**config.mk**
```make
export PLATFORM = sky130hd
export DESIGN_NAME = dbm_ctrl
export DESIGN_NICKNAME = d
export VERILOG_FILES = /design/src/core/dbm_pkg.sv /design/src/core/dbm_ref_timer.sv /design/src/core/dbm_ctrl.sv
export VERILOG_INCLUDE_DIRS = /design/src /design/src/core
export SDC_FILE = /design/constraint.sdc
export NUM_CORES = 1
export LEC_CHECK = 0
export CORE_MARGIN = 2
export CORE_UTILIZATION = 40
export CTS_BUF_LIST = sky130_fd_sc_hd__clkbuf_8
export DETAILED_ROUTE_END_ITERATION = 7
export DONT_BUFFER_PORTS = 1
export SLEW_MARGIN = 20
export SYNTH_ARGS = -nofsm -noshare
export SYNTH_HDL_FRONTEND = slang
export SYNTH_SLANG_ARGS = --single-unit
```
**constraint.sdc**
```tcl
create_clock -name clk -period 7.2 [get_ports clk]
set_input_delay 1.8 -clock clk [delete_from_list [all_inputs] [get_ports clk]]
set_output_delay 1.8 -clock clk [all_outputs]
set_load 0.1 [all_outputs]
```
**src/core/dbm_cfg.svh**
```systemverilog
// Purpose: Timing and layout constants of the DRAM bank controller
// Assumes: System clock of 250 MHz
// Notes: Times in ns as specified, cycle counts derived from them
`ifndef DBM_CFG_SVH
`define DBM_CFG_SVH

// ----------------------------------------
// Clock and time conversion
// ----------------------------------------
`define DBM_CLK_MHZ 250
// Least times round up to whole cycles
`define DBM_CYC_UP(ns) ((((ns) * `DBM_CLK_MHZ) + 999) / 1000)
// Longest times round down
`define DBM_CYC_DN(ns) (((ns) * `DBM_CLK_MHZ) / 1000)

// ----------------------------------------
// DRAM strobe timing, 80 ns class parts
// ----------------------------------------
`define DBM_T_ASR_NS 10
`define DBM_T_RCD_NS 20
`define DBM_T_ASC_NS 10
`define DBM_T_CAS_NS 20
`define DBM_T_CP_NS 10
`define DBM_T_RP_NS 60
`define DBM_T_CSR_NS 10
`define DBM_T_RFRAS_NS 80
`define DBM_T_REF_NS 15600
`define DBM_ASR_CYC `DBM_CYC_UP(`DBM_T_ASR_NS)
`define DBM_RCD_CYC `DBM_CYC_UP(`DBM_T_RCD_NS)
`define DBM_ASC_CYC `DBM_CYC_UP(`DBM_T_ASC_NS)
`define DBM_CAS_CYC `DBM_CYC_UP(`DBM_T_CAS_NS)
`define DBM_CP_CYC `DBM_CYC_UP(`DBM_T_CP_NS)
`define DBM_RP_CYC `DBM_CYC_UP(`DBM_T_RP_NS)
`define DBM_CSR_CYC `DBM_CYC_UP(`DBM_T_CSR_NS)
`define DBM_RFRAS_CYC `DBM_CYC_UP(`DBM_T_RFRAS_NS)
`define DBM_REF_CYC `DBM_CYC_DN(`DBM_T_REF_NS)
// Read data passes a two-stage pin synchroniser
`define DBM_SYNC_CYC 2

// ----------------------------------------
// Banks, sizes, bursts
// ----------------------------------------
`define DBM_BANKS 4
`define DBM_BURST_LAST 2'h3
`define DBM_SZ_NONE 2'h0
`define DBM_SZ_1MB 2'h1
`define DBM_SZ_4MB 2'h2
`define DBM_SZ_16MB 2'h3
`define DBM_LEN_1MB 26'h10_0000
`define DBM_LEN_4MB 26'h40_0000
`define DBM_LEN_16MB 26'h100_0000
`define DBM_ALL_HIGH 4'hf
`define DBM_ALL_LOW 4'h0
// Refresh period is cut by more than the longest access, a read burst of 72 cycles
`define DBM_REF_SLACK 96

`endif

```
**src/core/dbm_pkg.sv**
```systemverilog
// Purpose: Types shared by the DRAM bank controller
// Assumes: Nothing beyond SystemVerilog
// Notes: Constants live in dbm_cfg.svh
package dbm_pkg;
    typedef enum logic [3:0] {
        DBM_IDLE, DBM_ROW, DBM_RAS, DBM_COL, DBM_CAS, DBM_CPRE, DBM_PRE,
        DBM_RF_CAS, DBM_RF_RAS
    } dbm_state_t;

    typedef struct packed {
        logic hit;
        logic [1:0] idx;
        logic [25:0] off;
    } dbm_hit_t;
endpackage

```
**src/core/dbm_ref_timer.sv**
```systemverilog
// Purpose: Interval timer that asks for one refresh per period
// Assumes: Single clock, asynchronous active-low reset
// Notes: A new tick in the cycle of the acknowledge keeps the request
`timescale 1ns/1ps
`include "dbm_cfg.svh"
module dbm_ref_timer (
    // Clock and reset
    input wire logic clk,
    input wire logic resetn,
    // Refresh handshake
    input wire logic ref_ack,
    output logic ref_pend
);
    import dbm_pkg::*;

    logic [11:0] cnt_q, cnt_d;
    logic pend_q, pend_d;
    logic tick;

    always_comb begin
        tick = (cnt_q == 12'h000);
        // Short period, so a refresh held back by a burst still lands in time
        cnt_d = tick ? 12'(`DBM_REF_CYC - `DBM_REF_SLACK - 1) : cnt_q - 12'h001;
        // Set wins over clear
        pend_d = tick | (pend_q & ~ref_ack);
    end

    always_ff @(posedge clk or negedge resetn) begin
        if (!resetn) begin
            cnt_q <= 12'(`DBM_REF_CYC - `DBM_REF_SLACK - 1);
            pend_q <= 1'b0;
        end else begin
            cnt_q <= cnt_d;
            pend_q <= pend_d;
        end
    end

    assign ref_pend = pend_q;
endmodule

```
**src/core/dbm_ctrl.sv**
```systemverilog
// Purpose: Four-bank page-mode DRAM controller with address mux and refresh
// Assumes: Host on the same 250 MHz clock; DRAM data pins are asynchronous
// Notes: One access at a time; bank modes and sizes are static inputs
// Overview of operation
// - Serves 1, 4 and 16 Mbit parts
// - Four banks, own row strobe, own mode
// - Decodes 1/2/4/8/16/32 MB populations
// - CAS-before-RAS refresh within 15.6 us
// - Line bursts, no interleave across banks
// - 12-bit bus, row then column
// - Two mux modes, chosen per bank
// - Software sets modes during memory sizing
// - Mode 1 row bit map
// - Mode 1 column bit map
// - Mode 0 row bit map
// - Mode 0 column bit map
`timescale 1ns/1ps
`include "dbm_cfg.svh"
module dbm_ctrl (
    // Clock and reset
    input wire logic clk,
    input wire logic resetn,
    // Bank setup written by software
    input wire logic [3:0] bank_mode,
    input wire logic [7:0] bank_size,
    // Request
    input wire logic req_valid,
    output logic req_ready,
    input wire logic [25:0] req_addr,
    input wire logic req_write,
    input wire logic req_burst,
    input wire logic [3:0] req_be,
    input wire logic [31:0] wr_data,
    // Answer
    output logic beat_ack,
    output logic [31:0] rd_data,
    output logic req_err,
    output dbm_pkg::dbm_state_t state,
    // DRAM pins
    output logic [11:0] dram_addr,
    output logic [3:0] ras_n,
    output logic [3:0] cas_n,
    output logic we_n,
    output logic [31:0] dq_out,
    output logic dq_oe,
    input wire logic [31:0] dq_in
);
    import dbm_pkg::*;

    // ----------------------------------------
    // Helpers
    // ----------------------------------------
    // Mode bit picks the map, col picks the phase
    function automatic logic [11:0] mux_addr(input logic mode, input logic col,
                                             input logic [25:0] a);
        logic [11:0] r;
        unique case ({mode, col})
            2'b10: r = {a[23], a[22], a[20:11]};
            2'b11: r = {a[24], a[23], a[21], a[10:2]};
            2'b00: r = {a[21], a[20], a[10], a[19:11]};
            2'b01: r = {a[24], a[23], a[25], a[22], a[9:2]};
        endcase
        return r;
    endfunction

    function automatic logic [25:0] size_of(input logic [1:0] code);
        logic [25:0] r;
        unique case (code)
            `DBM_SZ_NONE: r = '0;
            `DBM_SZ_1MB: r = `DBM_LEN_1MB;
            `DBM_SZ_4MB: r = `DBM_LEN_4MB;
            `DBM_SZ_16MB: r = `DBM_LEN_16MB;
        endcase
        return r;
    endfunction

    // Banks are stacked in order from address zero, empty banks take no space
    function automatic dbm_hit_t bank_find(input logic [25:0] a, input logic [7:0] sz);
        dbm_hit_t r;
        logic [26:0] base;
        logic [26:0] len;
        r = '0;
        base = '0;
        for (int i = 0; i < `DBM_BANKS; i++) begin
            len = {1'b0, size_of(sz[2*i +: 2])};
            if (!r.hit && len != '0 && {1'b0, a} >= base && {1'b0, a} < base + len) begin
                r.hit = 1'b1;
                r.idx = 2'(i);
                r.off = 26'({1'b0, a} - base);
            end
            base = base + len;
        end
        return r;
    endfunction

    function automatic logic [4:0] wait_of(input int n);
        return 5'(n - 1);
    endfunction

    // ----------------------------------------
    // Read data synchroniser
    // ----------------------------------------
    logic [31:0] dq_s1_q, dq_s2_q;

    always_ff @(posedge clk or negedge resetn) begin
        if (!resetn) begin
            dq_s1_q <= '0;
            dq_s2_q <= '0;
        end else begin
            dq_s1_q <= dq_in;
            dq_s2_q <= dq_s1_q;
        end
    end

    // ----------------------------------------
    // Refresh request
    // ----------------------------------------
    logic ref_pend, ref_ack;

    dbm_ref_timer u_ref (
        .clk(clk),
        .resetn(resetn),
        .ref_ack(ref_ack),
        .ref_pend(ref_pend)
    );

    // ----------------------------------------
    // Access sequencer
    // ----------------------------------------
    dbm_state_t st_q, st_d;
    logic [4:0] cnt_q, cnt_d;
    logic [25:0] off_q, off_d;
    logic [1:0] bank_q, bank_d;
    logic [1:0] beat_q, beat_d;
    logic wr_q, wr_d, burst_q, burst_d;
    logic [3:0] be_q, be_d;
    logic [11:0] addr_q, addr_d;
    logic [3:0] ras_q, ras_d, cas_q, cas_d;
    logic we_q, we_d, oe_q, oe_d, ack_q, ack_d, err_q, err_d;
    logic [31:0] dout_q, dout_d, rd_q, rd_d;
    dbm_hit_t hit;
    logic mode_sel;
    logic [25:0] col_off;

    always_comb begin
        hit = bank_find(req_addr, bank_size);
        mode_sel = bank_mode[bank_q];
        // Line burst walks the word index within the line, wrapping
        col_off = {off_q[25:4], beat_q, off_q[1:0]};
        st_d = st_q;
        cnt_d = (cnt_q != 5'h00) ? cnt_q - 5'h01 : cnt_q;
        off_d = off_q;
        bank_d = bank_q;
        beat_d = beat_q;
        wr_d = wr_q;
        burst_d = burst_q;
        be_d = be_q;
        addr_d = addr_q;
        ras_d = ras_q;
        cas_d = cas_q;
        we_d = we_q;
        oe_d = oe_q;
        dout_d = dout_q;
        rd_d = rd_q;
        ack_d = 1'b0;
        err_d = 1'b0;
        ref_ack = 1'b0;
        unique case (st_q)
            DBM_IDLE: begin
                if (ref_pend) begin
                    // CAS first on every bank selects CBR refresh
                    cas_d = `DBM_ALL_LOW;
                    cnt_d = wait_of(`DBM_CSR_CYC);
                    st_d = DBM_RF_CAS;
                end else if (req_valid && !hit.hit) begin
                    err_d = 1'b1;
                end else if (req_valid) begin
                    off_d = hit.off;
                    bank_d = hit.idx;
                    beat_d = hit.off[3:2];
                    wr_d = req_write;
                    burst_d = req_burst;
                    be_d = req_be;
                    // Row goes out first, strobe follows after setup
                    addr_d = mux_addr(bank_mode[hit.idx], 1'b0, hit.off);
                    cnt_d = wait_of(`DBM_ASR_CYC);
                    st_d = DBM_ROW;
                end
            end
            DBM_ROW: begin
                if (cnt_q == 5'h00) begin
                    ras_d[bank_q] = 1'b0;
                    cnt_d = wait_of(`DBM_RCD_CYC);
                    st_d = DBM_RAS;
                end
            end
            DBM_RAS: begin
                if (cnt_q == 5'h00) begin
                    addr_d = mux_addr(mode_sel, 1'b1, col_off);
                    cnt_d = wait_of(`DBM_ASC_CYC);
                    st_d = DBM_COL;
                end
            end
            DBM_COL: begin
                if (cnt_q == 5'h00) begin
                    // Writes strobe only the enabled byte lanes
                    cas_d = wr_q ? ~be_q : `DBM_ALL_LOW;
                    we_d = ~wr_q;
                    oe_d = wr_q;
                    dout_d = wr_data;
                    cnt_d = wr_q ? wait_of(`DBM_CAS_CYC)
                                 : wait_of(`DBM_CAS_CYC + `DBM_SYNC_CYC);
                    st_d = DBM_CAS;
                end
            end
            DBM_CAS: begin
                if (cnt_q == 5'h00) begin
                    cas_d = `DBM_ALL_HIGH;
                    ack_d = 1'b1;
                    if (!wr_q) begin
                        rd_d = dq_s2_q;
                    end
                    // Page mode: RAS stays on one bank for the whole line
                    if (burst_q && (beat_q + 2'h1) != off_q[3:2]) begin
                        beat_d = beat_q + 2'h1;
                        cnt_d = wait_of(`DBM_CP_CYC);
                        st_d = DBM_CPRE;
                    end else begin
                        ras_d = `DBM_ALL_HIGH;
                        we_d = 1'b1;
                        oe_d = 1'b0;
                        cnt_d = wait_of(`DBM_RP_CYC);
                        st_d = DBM_PRE;
                    end
                end
            end
            DBM_CPRE: begin
                if (cnt_q == 5'h00) begin
                    addr_d = mux_addr(mode_sel, 1'b1, col_off);
                    cnt_d = wait_of(`DBM_ASC_CYC);
                    st_d = DBM_COL;
                end
            end
            DBM_PRE: begin
                if (cnt_q == 5'h00) begin
                    st_d = DBM_IDLE;
                end
            end
            DBM_RF_CAS: begin
                if (cnt_q == 5'h00) begin
                    ras_d = `DBM_ALL_LOW;
                    ref_ack = 1'b1;
                    cnt_d = wait_of(`DBM_RFRAS_CYC);
                    st_d = DBM_RF_RAS;
                end
            end
            DBM_RF_RAS: begin
                if (cnt_q == 5'h00) begin
                    ras_d = `DBM_ALL_HIGH;
                    cas_d = `DBM_ALL_HIGH;
                    cnt_d = wait_of(`DBM_RP_CYC);
                    st_d = DBM_PRE;
                end
            end
        endcase
    end

    always_ff @(posedge clk or negedge resetn) begin
        if (!resetn) begin
            st_q <= DBM_IDLE;
            cnt_q <= '0;
            off_q <= '0;
            bank_q <= '0;
            beat_q <= '0;
            wr_q <= 1'b0;
            burst_q <= 1'b0;
            be_q <= '0;
            addr_q <= '0;
            ras_q <= `DBM_ALL_HIGH;
            cas_q <= `DBM_ALL_HIGH;
            we_q <= 1'b1;
            oe_q <= 1'b0;
            dout_q <= '0;
            rd_q <= '0;
            ack_q <= 1'b0;
            err_q <= 1'b0;
        end else begin
            st_q <= st_d;
            cnt_q <= cnt_d;
            off_q <= off_d;
            bank_q <= bank_d;
            beat_q <= beat_d;
            wr_q <= wr_d;
            burst_q <= burst_d;
            be_q <= be_d;
            addr_q <= addr_d;
            ras_q <= ras_d;
            cas_q <= cas_d;
            we_q <= we_d;
            oe_q <= oe_d;
            dout_q <= dout_d;
            rd_q <= rd_d;
            ack_q <= ack_d;
            err_q <= err_d;
        end
    end

    // Refresh outranks a waiting request, so ready drops while one is due
    assign req_ready = (st_q == DBM_IDLE) && !ref_pend;
    assign beat_ack = ack_q;
    assign rd_data = rd_q;
    assign req_err = err_q;
    assign state = st_q;
    assign dram_addr = addr_q;
    assign ras_n = ras_q;
    assign cas_n = cas_q;
    assign we_n = we_q;
    assign dq_out = dout_q;
    assign dq_oe = oe_q;

    // ----------------------------------------
    // Checks
    // ----------------------------------------
    logic [12:0] since_ref_q;
    logic in_ref;

    assign in_ref = (st_q == DBM_RF_CAS) || (st_q == DBM_RF_RAS);

    always_ff @(posedge clk or negedge resetn) begin
        if (!resetn) begin
            since_ref_q <= '0;
        end else begin
            since_ref_q <= (st_q == DBM_RF_CAS) ? 13'h0000 : since_ref_q + 13'h0001;
        end
    end
endmodule

```
==> out/qor.csv <==
metric,value,unit
vias_per_cell,5.422,
netlist_area,9156,µm²
rsz0062_at_grt,false,
yosysMostFrequentCell,dfrtp_1,
cts_buffers,17,
crit_family,compound AO/OA/AOI/OAI gates,
num_rows,55,
dieHeight,155.3,µm
cp.required,7560,ps
cts_tree,done,
place_ws,627.8,ps
finalHoldViolations,0,
cap_violations,0,
cts_resized,0,
fp.dieW,155.3,µm
hpwl,14.85,mm
tns,0,ps
synth_top_area_share,49.19,%
ys_warn_count,0,
drt_wl_total,19.94,mm
yosysTopAreaCell,dfrtp_1,
layout_worst_path_cycle_share,85.10,%
critPathBufInv,1,
reg2reg_from,cnt_q[0]$_DFF_PN0_,
relSlewSlack,34.54,%
fin_area,9897,µm²
place.port_buffers,0,
reg2regPathDepth,7,
critPathKind,in2reg,
gp_congestion,0.8751,
synth_top_cells_by_area,"dfrtp_1, mux2_2, dfstp_2, nand2_1, ha_1",
p_per_area,229.3,nW/µm²
synthArstFlopShare,100.0,%
drt_first_pass_iters,4,
vias,6056,
seqCellArea,4977,µm²
fmax,163.2,MHz
ir_drop,0.1200,mV
overflow,0,
crit_top_cell,ha_1,
synth_top_flop_cell,dfrtp_1,
area_growth,8.090,%
path_cells,"nand2b_1, xnor2_1, ha_1, ha_1, xor2_1, ha_1, a31oi_1, xnor2_1, ha_1, a2111oi_0, nor4_1, a211oi_1, a21oi_1, a2111oi_2, buf_4, mux2_1, mux2_4, and3b_1, o41ai_2",
dieArea,24120,µm²
layout-drive-gt1-share,18.39,%
placed_cell_area,9484,µm²
fin_util,43.85,%
worstSetupEndpointType,flip-flop,
synth-edff-count,0,
nets,965,
r2r-end,dq_out[16]$_DFFE_PN0P_,
netlist-cell-type-count,82,
drt_iter0_drc,342,
clk_pin_slew_worst_paths,110,ps
fin_ws,1073,ps
multiInputGateArea,3944,µm²
r2r_setup_slack,3580,ps
synth_cells,818,
hold_end,dq_s2_q[19]$_DFF_PN0_,
cts-root-buf,clkbuf_8,
cts_buffer_depth,2,
grt_pass1_vias,5822,
final_antenna_net_count,0,
pin_count,204,
synth_commonest_cells,"dfrtp_1, nand2_1, mux2_2, nor2_1, a21oi_1",
syn_nets,964,
syn_avg_cell_area,11.19,µm²
fillers,2170,
ys_seq_area_share,54.36,%
cts.hold.buffers_added,0,
grt_pass1_wl,30.96,mm
setup_viol,0,
arrival,6480,ps
hold_start,dq_s1_q[19]$_DFF_PN0_,
clk_latency,450,ps
ys_seq_elements,198,
wl_per_cell,17.85,µm
power_leakage,4.432,nW
core,22570,µm²
route.detailed.drc,0,
worstMarginPinSlew,981.9,ps
grt_start_max_net_pins,199,
postCtsSetupBuffers,0,
grt_usage,16.23,%
clock-skew-final,16.74,ps
cp_slowest_cell,a211oi_1,
timing.final.crit_period,6127,ps
antenna_found_initial,0,
clock-sinks,198,
min_path_type,reg2reg,
initial_core_util,40.57,%
drv_slew,0,
cp-start-kind,primary input,
min_path_cells,0,
htreeDepth,4,
status,finished clean,
antenna_cells,0,
crit_fanout,12,
cpPeakStageDelay,420,ps
-- cells by family (layout without fill, tap and decap cells) --
logic type,count (synthesis),after routing,share of synthesized area [%]
buffers and inverters,62,76,2.760
muxes,74,74,9.210
AOI/OAI and AO/OA,163,163,11.97
xor gates and xnor gates,32,32,3.061
adders and majority gates,37,37,5.179
and+or+nand+nor,252,252,13.46
DFF,198,198,54.36
-- cell type report --
class	instances	share of cell area, %
clock buffer	17	2.364
clock inverter	15	1.808
inverter	33	1.252
multi-input combinational	558	39.85
sequential	198	50.29
tap	285	3.603
timing repair buffer	11	0.8344
-- worst max path at each step --
stage | startpoint | to | slack [ps] | cells after the start
after floorplan | bank_size[1] | dram_addr[11]$_DFFE_PN0P_ | 1190 | 21
after global placement | bank_size[1] | dram_addr[11]$_DFFE_PN0P_ | 790 | 22
after detailed placement | bank_size[1] | dram_addr[11]$_DFFE_PN0P_ | 630 | 22
after CTS | bank_size[1] | dram_addr[11]$_DFFE_PN0P_ | 1110 | 19
after global routing | bank_size[1] | dram_addr[11]$_DFFE_PN0P_ | 620 | 19
final | bank_size[1] | dram_addr[11]$_DFFE_PN0P_ | 1070 | 19
-- cell usage in the layout (no fill, tap or decap), types with 6 or more instances in the layout --
cell type	netlist	routed
dfrtp_1	180	180
nand2_1	112	112
mux2_2	67	67
nor2_1	42	39
a21oi_1	39	39
o21ai_0	33	33
ha_1	33	33
inv_1	30	30
xnor2_1	22	22
dfstp_2	18	18
clkbuf_8	0	17
nor3_1	14	14
nor2b_1	12	12
nor3b_1	12	12
o21ai_1	11	11
buf_4	1	11
xor2_1	10	10
o21a_1	10	10
nor4_1	9	9
a31oi_1	8	8
nand2b_1	6	6
a22oi_1	6	6
a211oi_1	6	6
o211ai_1	6	6
-- flip-flops by register name, summed over array words and instances (netlist names) --
name	cells
beat_ack	1
wr_q	1
we_n	1
be_q	4
cas_n	4
dq_s2_q	32
burst_q	1
off_q	14
dram_addr	12
rd_data	32
dq_out	32
u_ref.ref_pend	1
dq_oe	1
state	4
req_err	1
beat_q	2
cnt_q	5
u_ref.cnt_q	12
ras_n	4
dq_s1_q	32
bank_q	2
-- per-stage QoR --
| stage | instances | power (mW) | hold slack [ps] |
|---|---|---|---|
| 2_1_floorplan | 818 | 1.540 | 331.2 |
| 3_3_place_gp | 1085 | 1.589 | 331.3 |
| 3_5_place_dp | 1085 | 1.593 | 334.7 |
| 4_1_cts | 1117 | 2.302 | 358.3 |
| 5_1_grt | 1117 | 2.378 | 366.4 |
| 6_report | 1117 | 2.269 | 351.3 |
-- metal layers --
layer | track usage, % | wire length [µm] | vias to the layer above
li1 | - | - | 2887
met4 | 4.675 | 327 | 0
met3 | 5.097 | 1365 | 19
met1 | 20.48 | 8694 | 2973
met5 | 0 | 0 | -
met2 | 26.96 | 9551 | 177
-- worst reg2reg max path, cell delays in order (launching register included) --
cell and delay [ps]:
dfrtp_1 410, inv_1 90, ha_1 180, or3b_2 460, nor2_1 380, clkinv_1 620, nor2_4 950, mux2_2 430
-- report_power, final --
| group | internal (mW) | total, mW | switching (mW) |
|---|---|---|---|
| Sequential | 1.15 | 1.34 | 0.193 |
| Combinational | 0.106 | 0.230 | 0.124 |
| Clock | 0.268 | 0.698 | 0.430 |
Note: power is estimated with default switching activity, not from simulation.
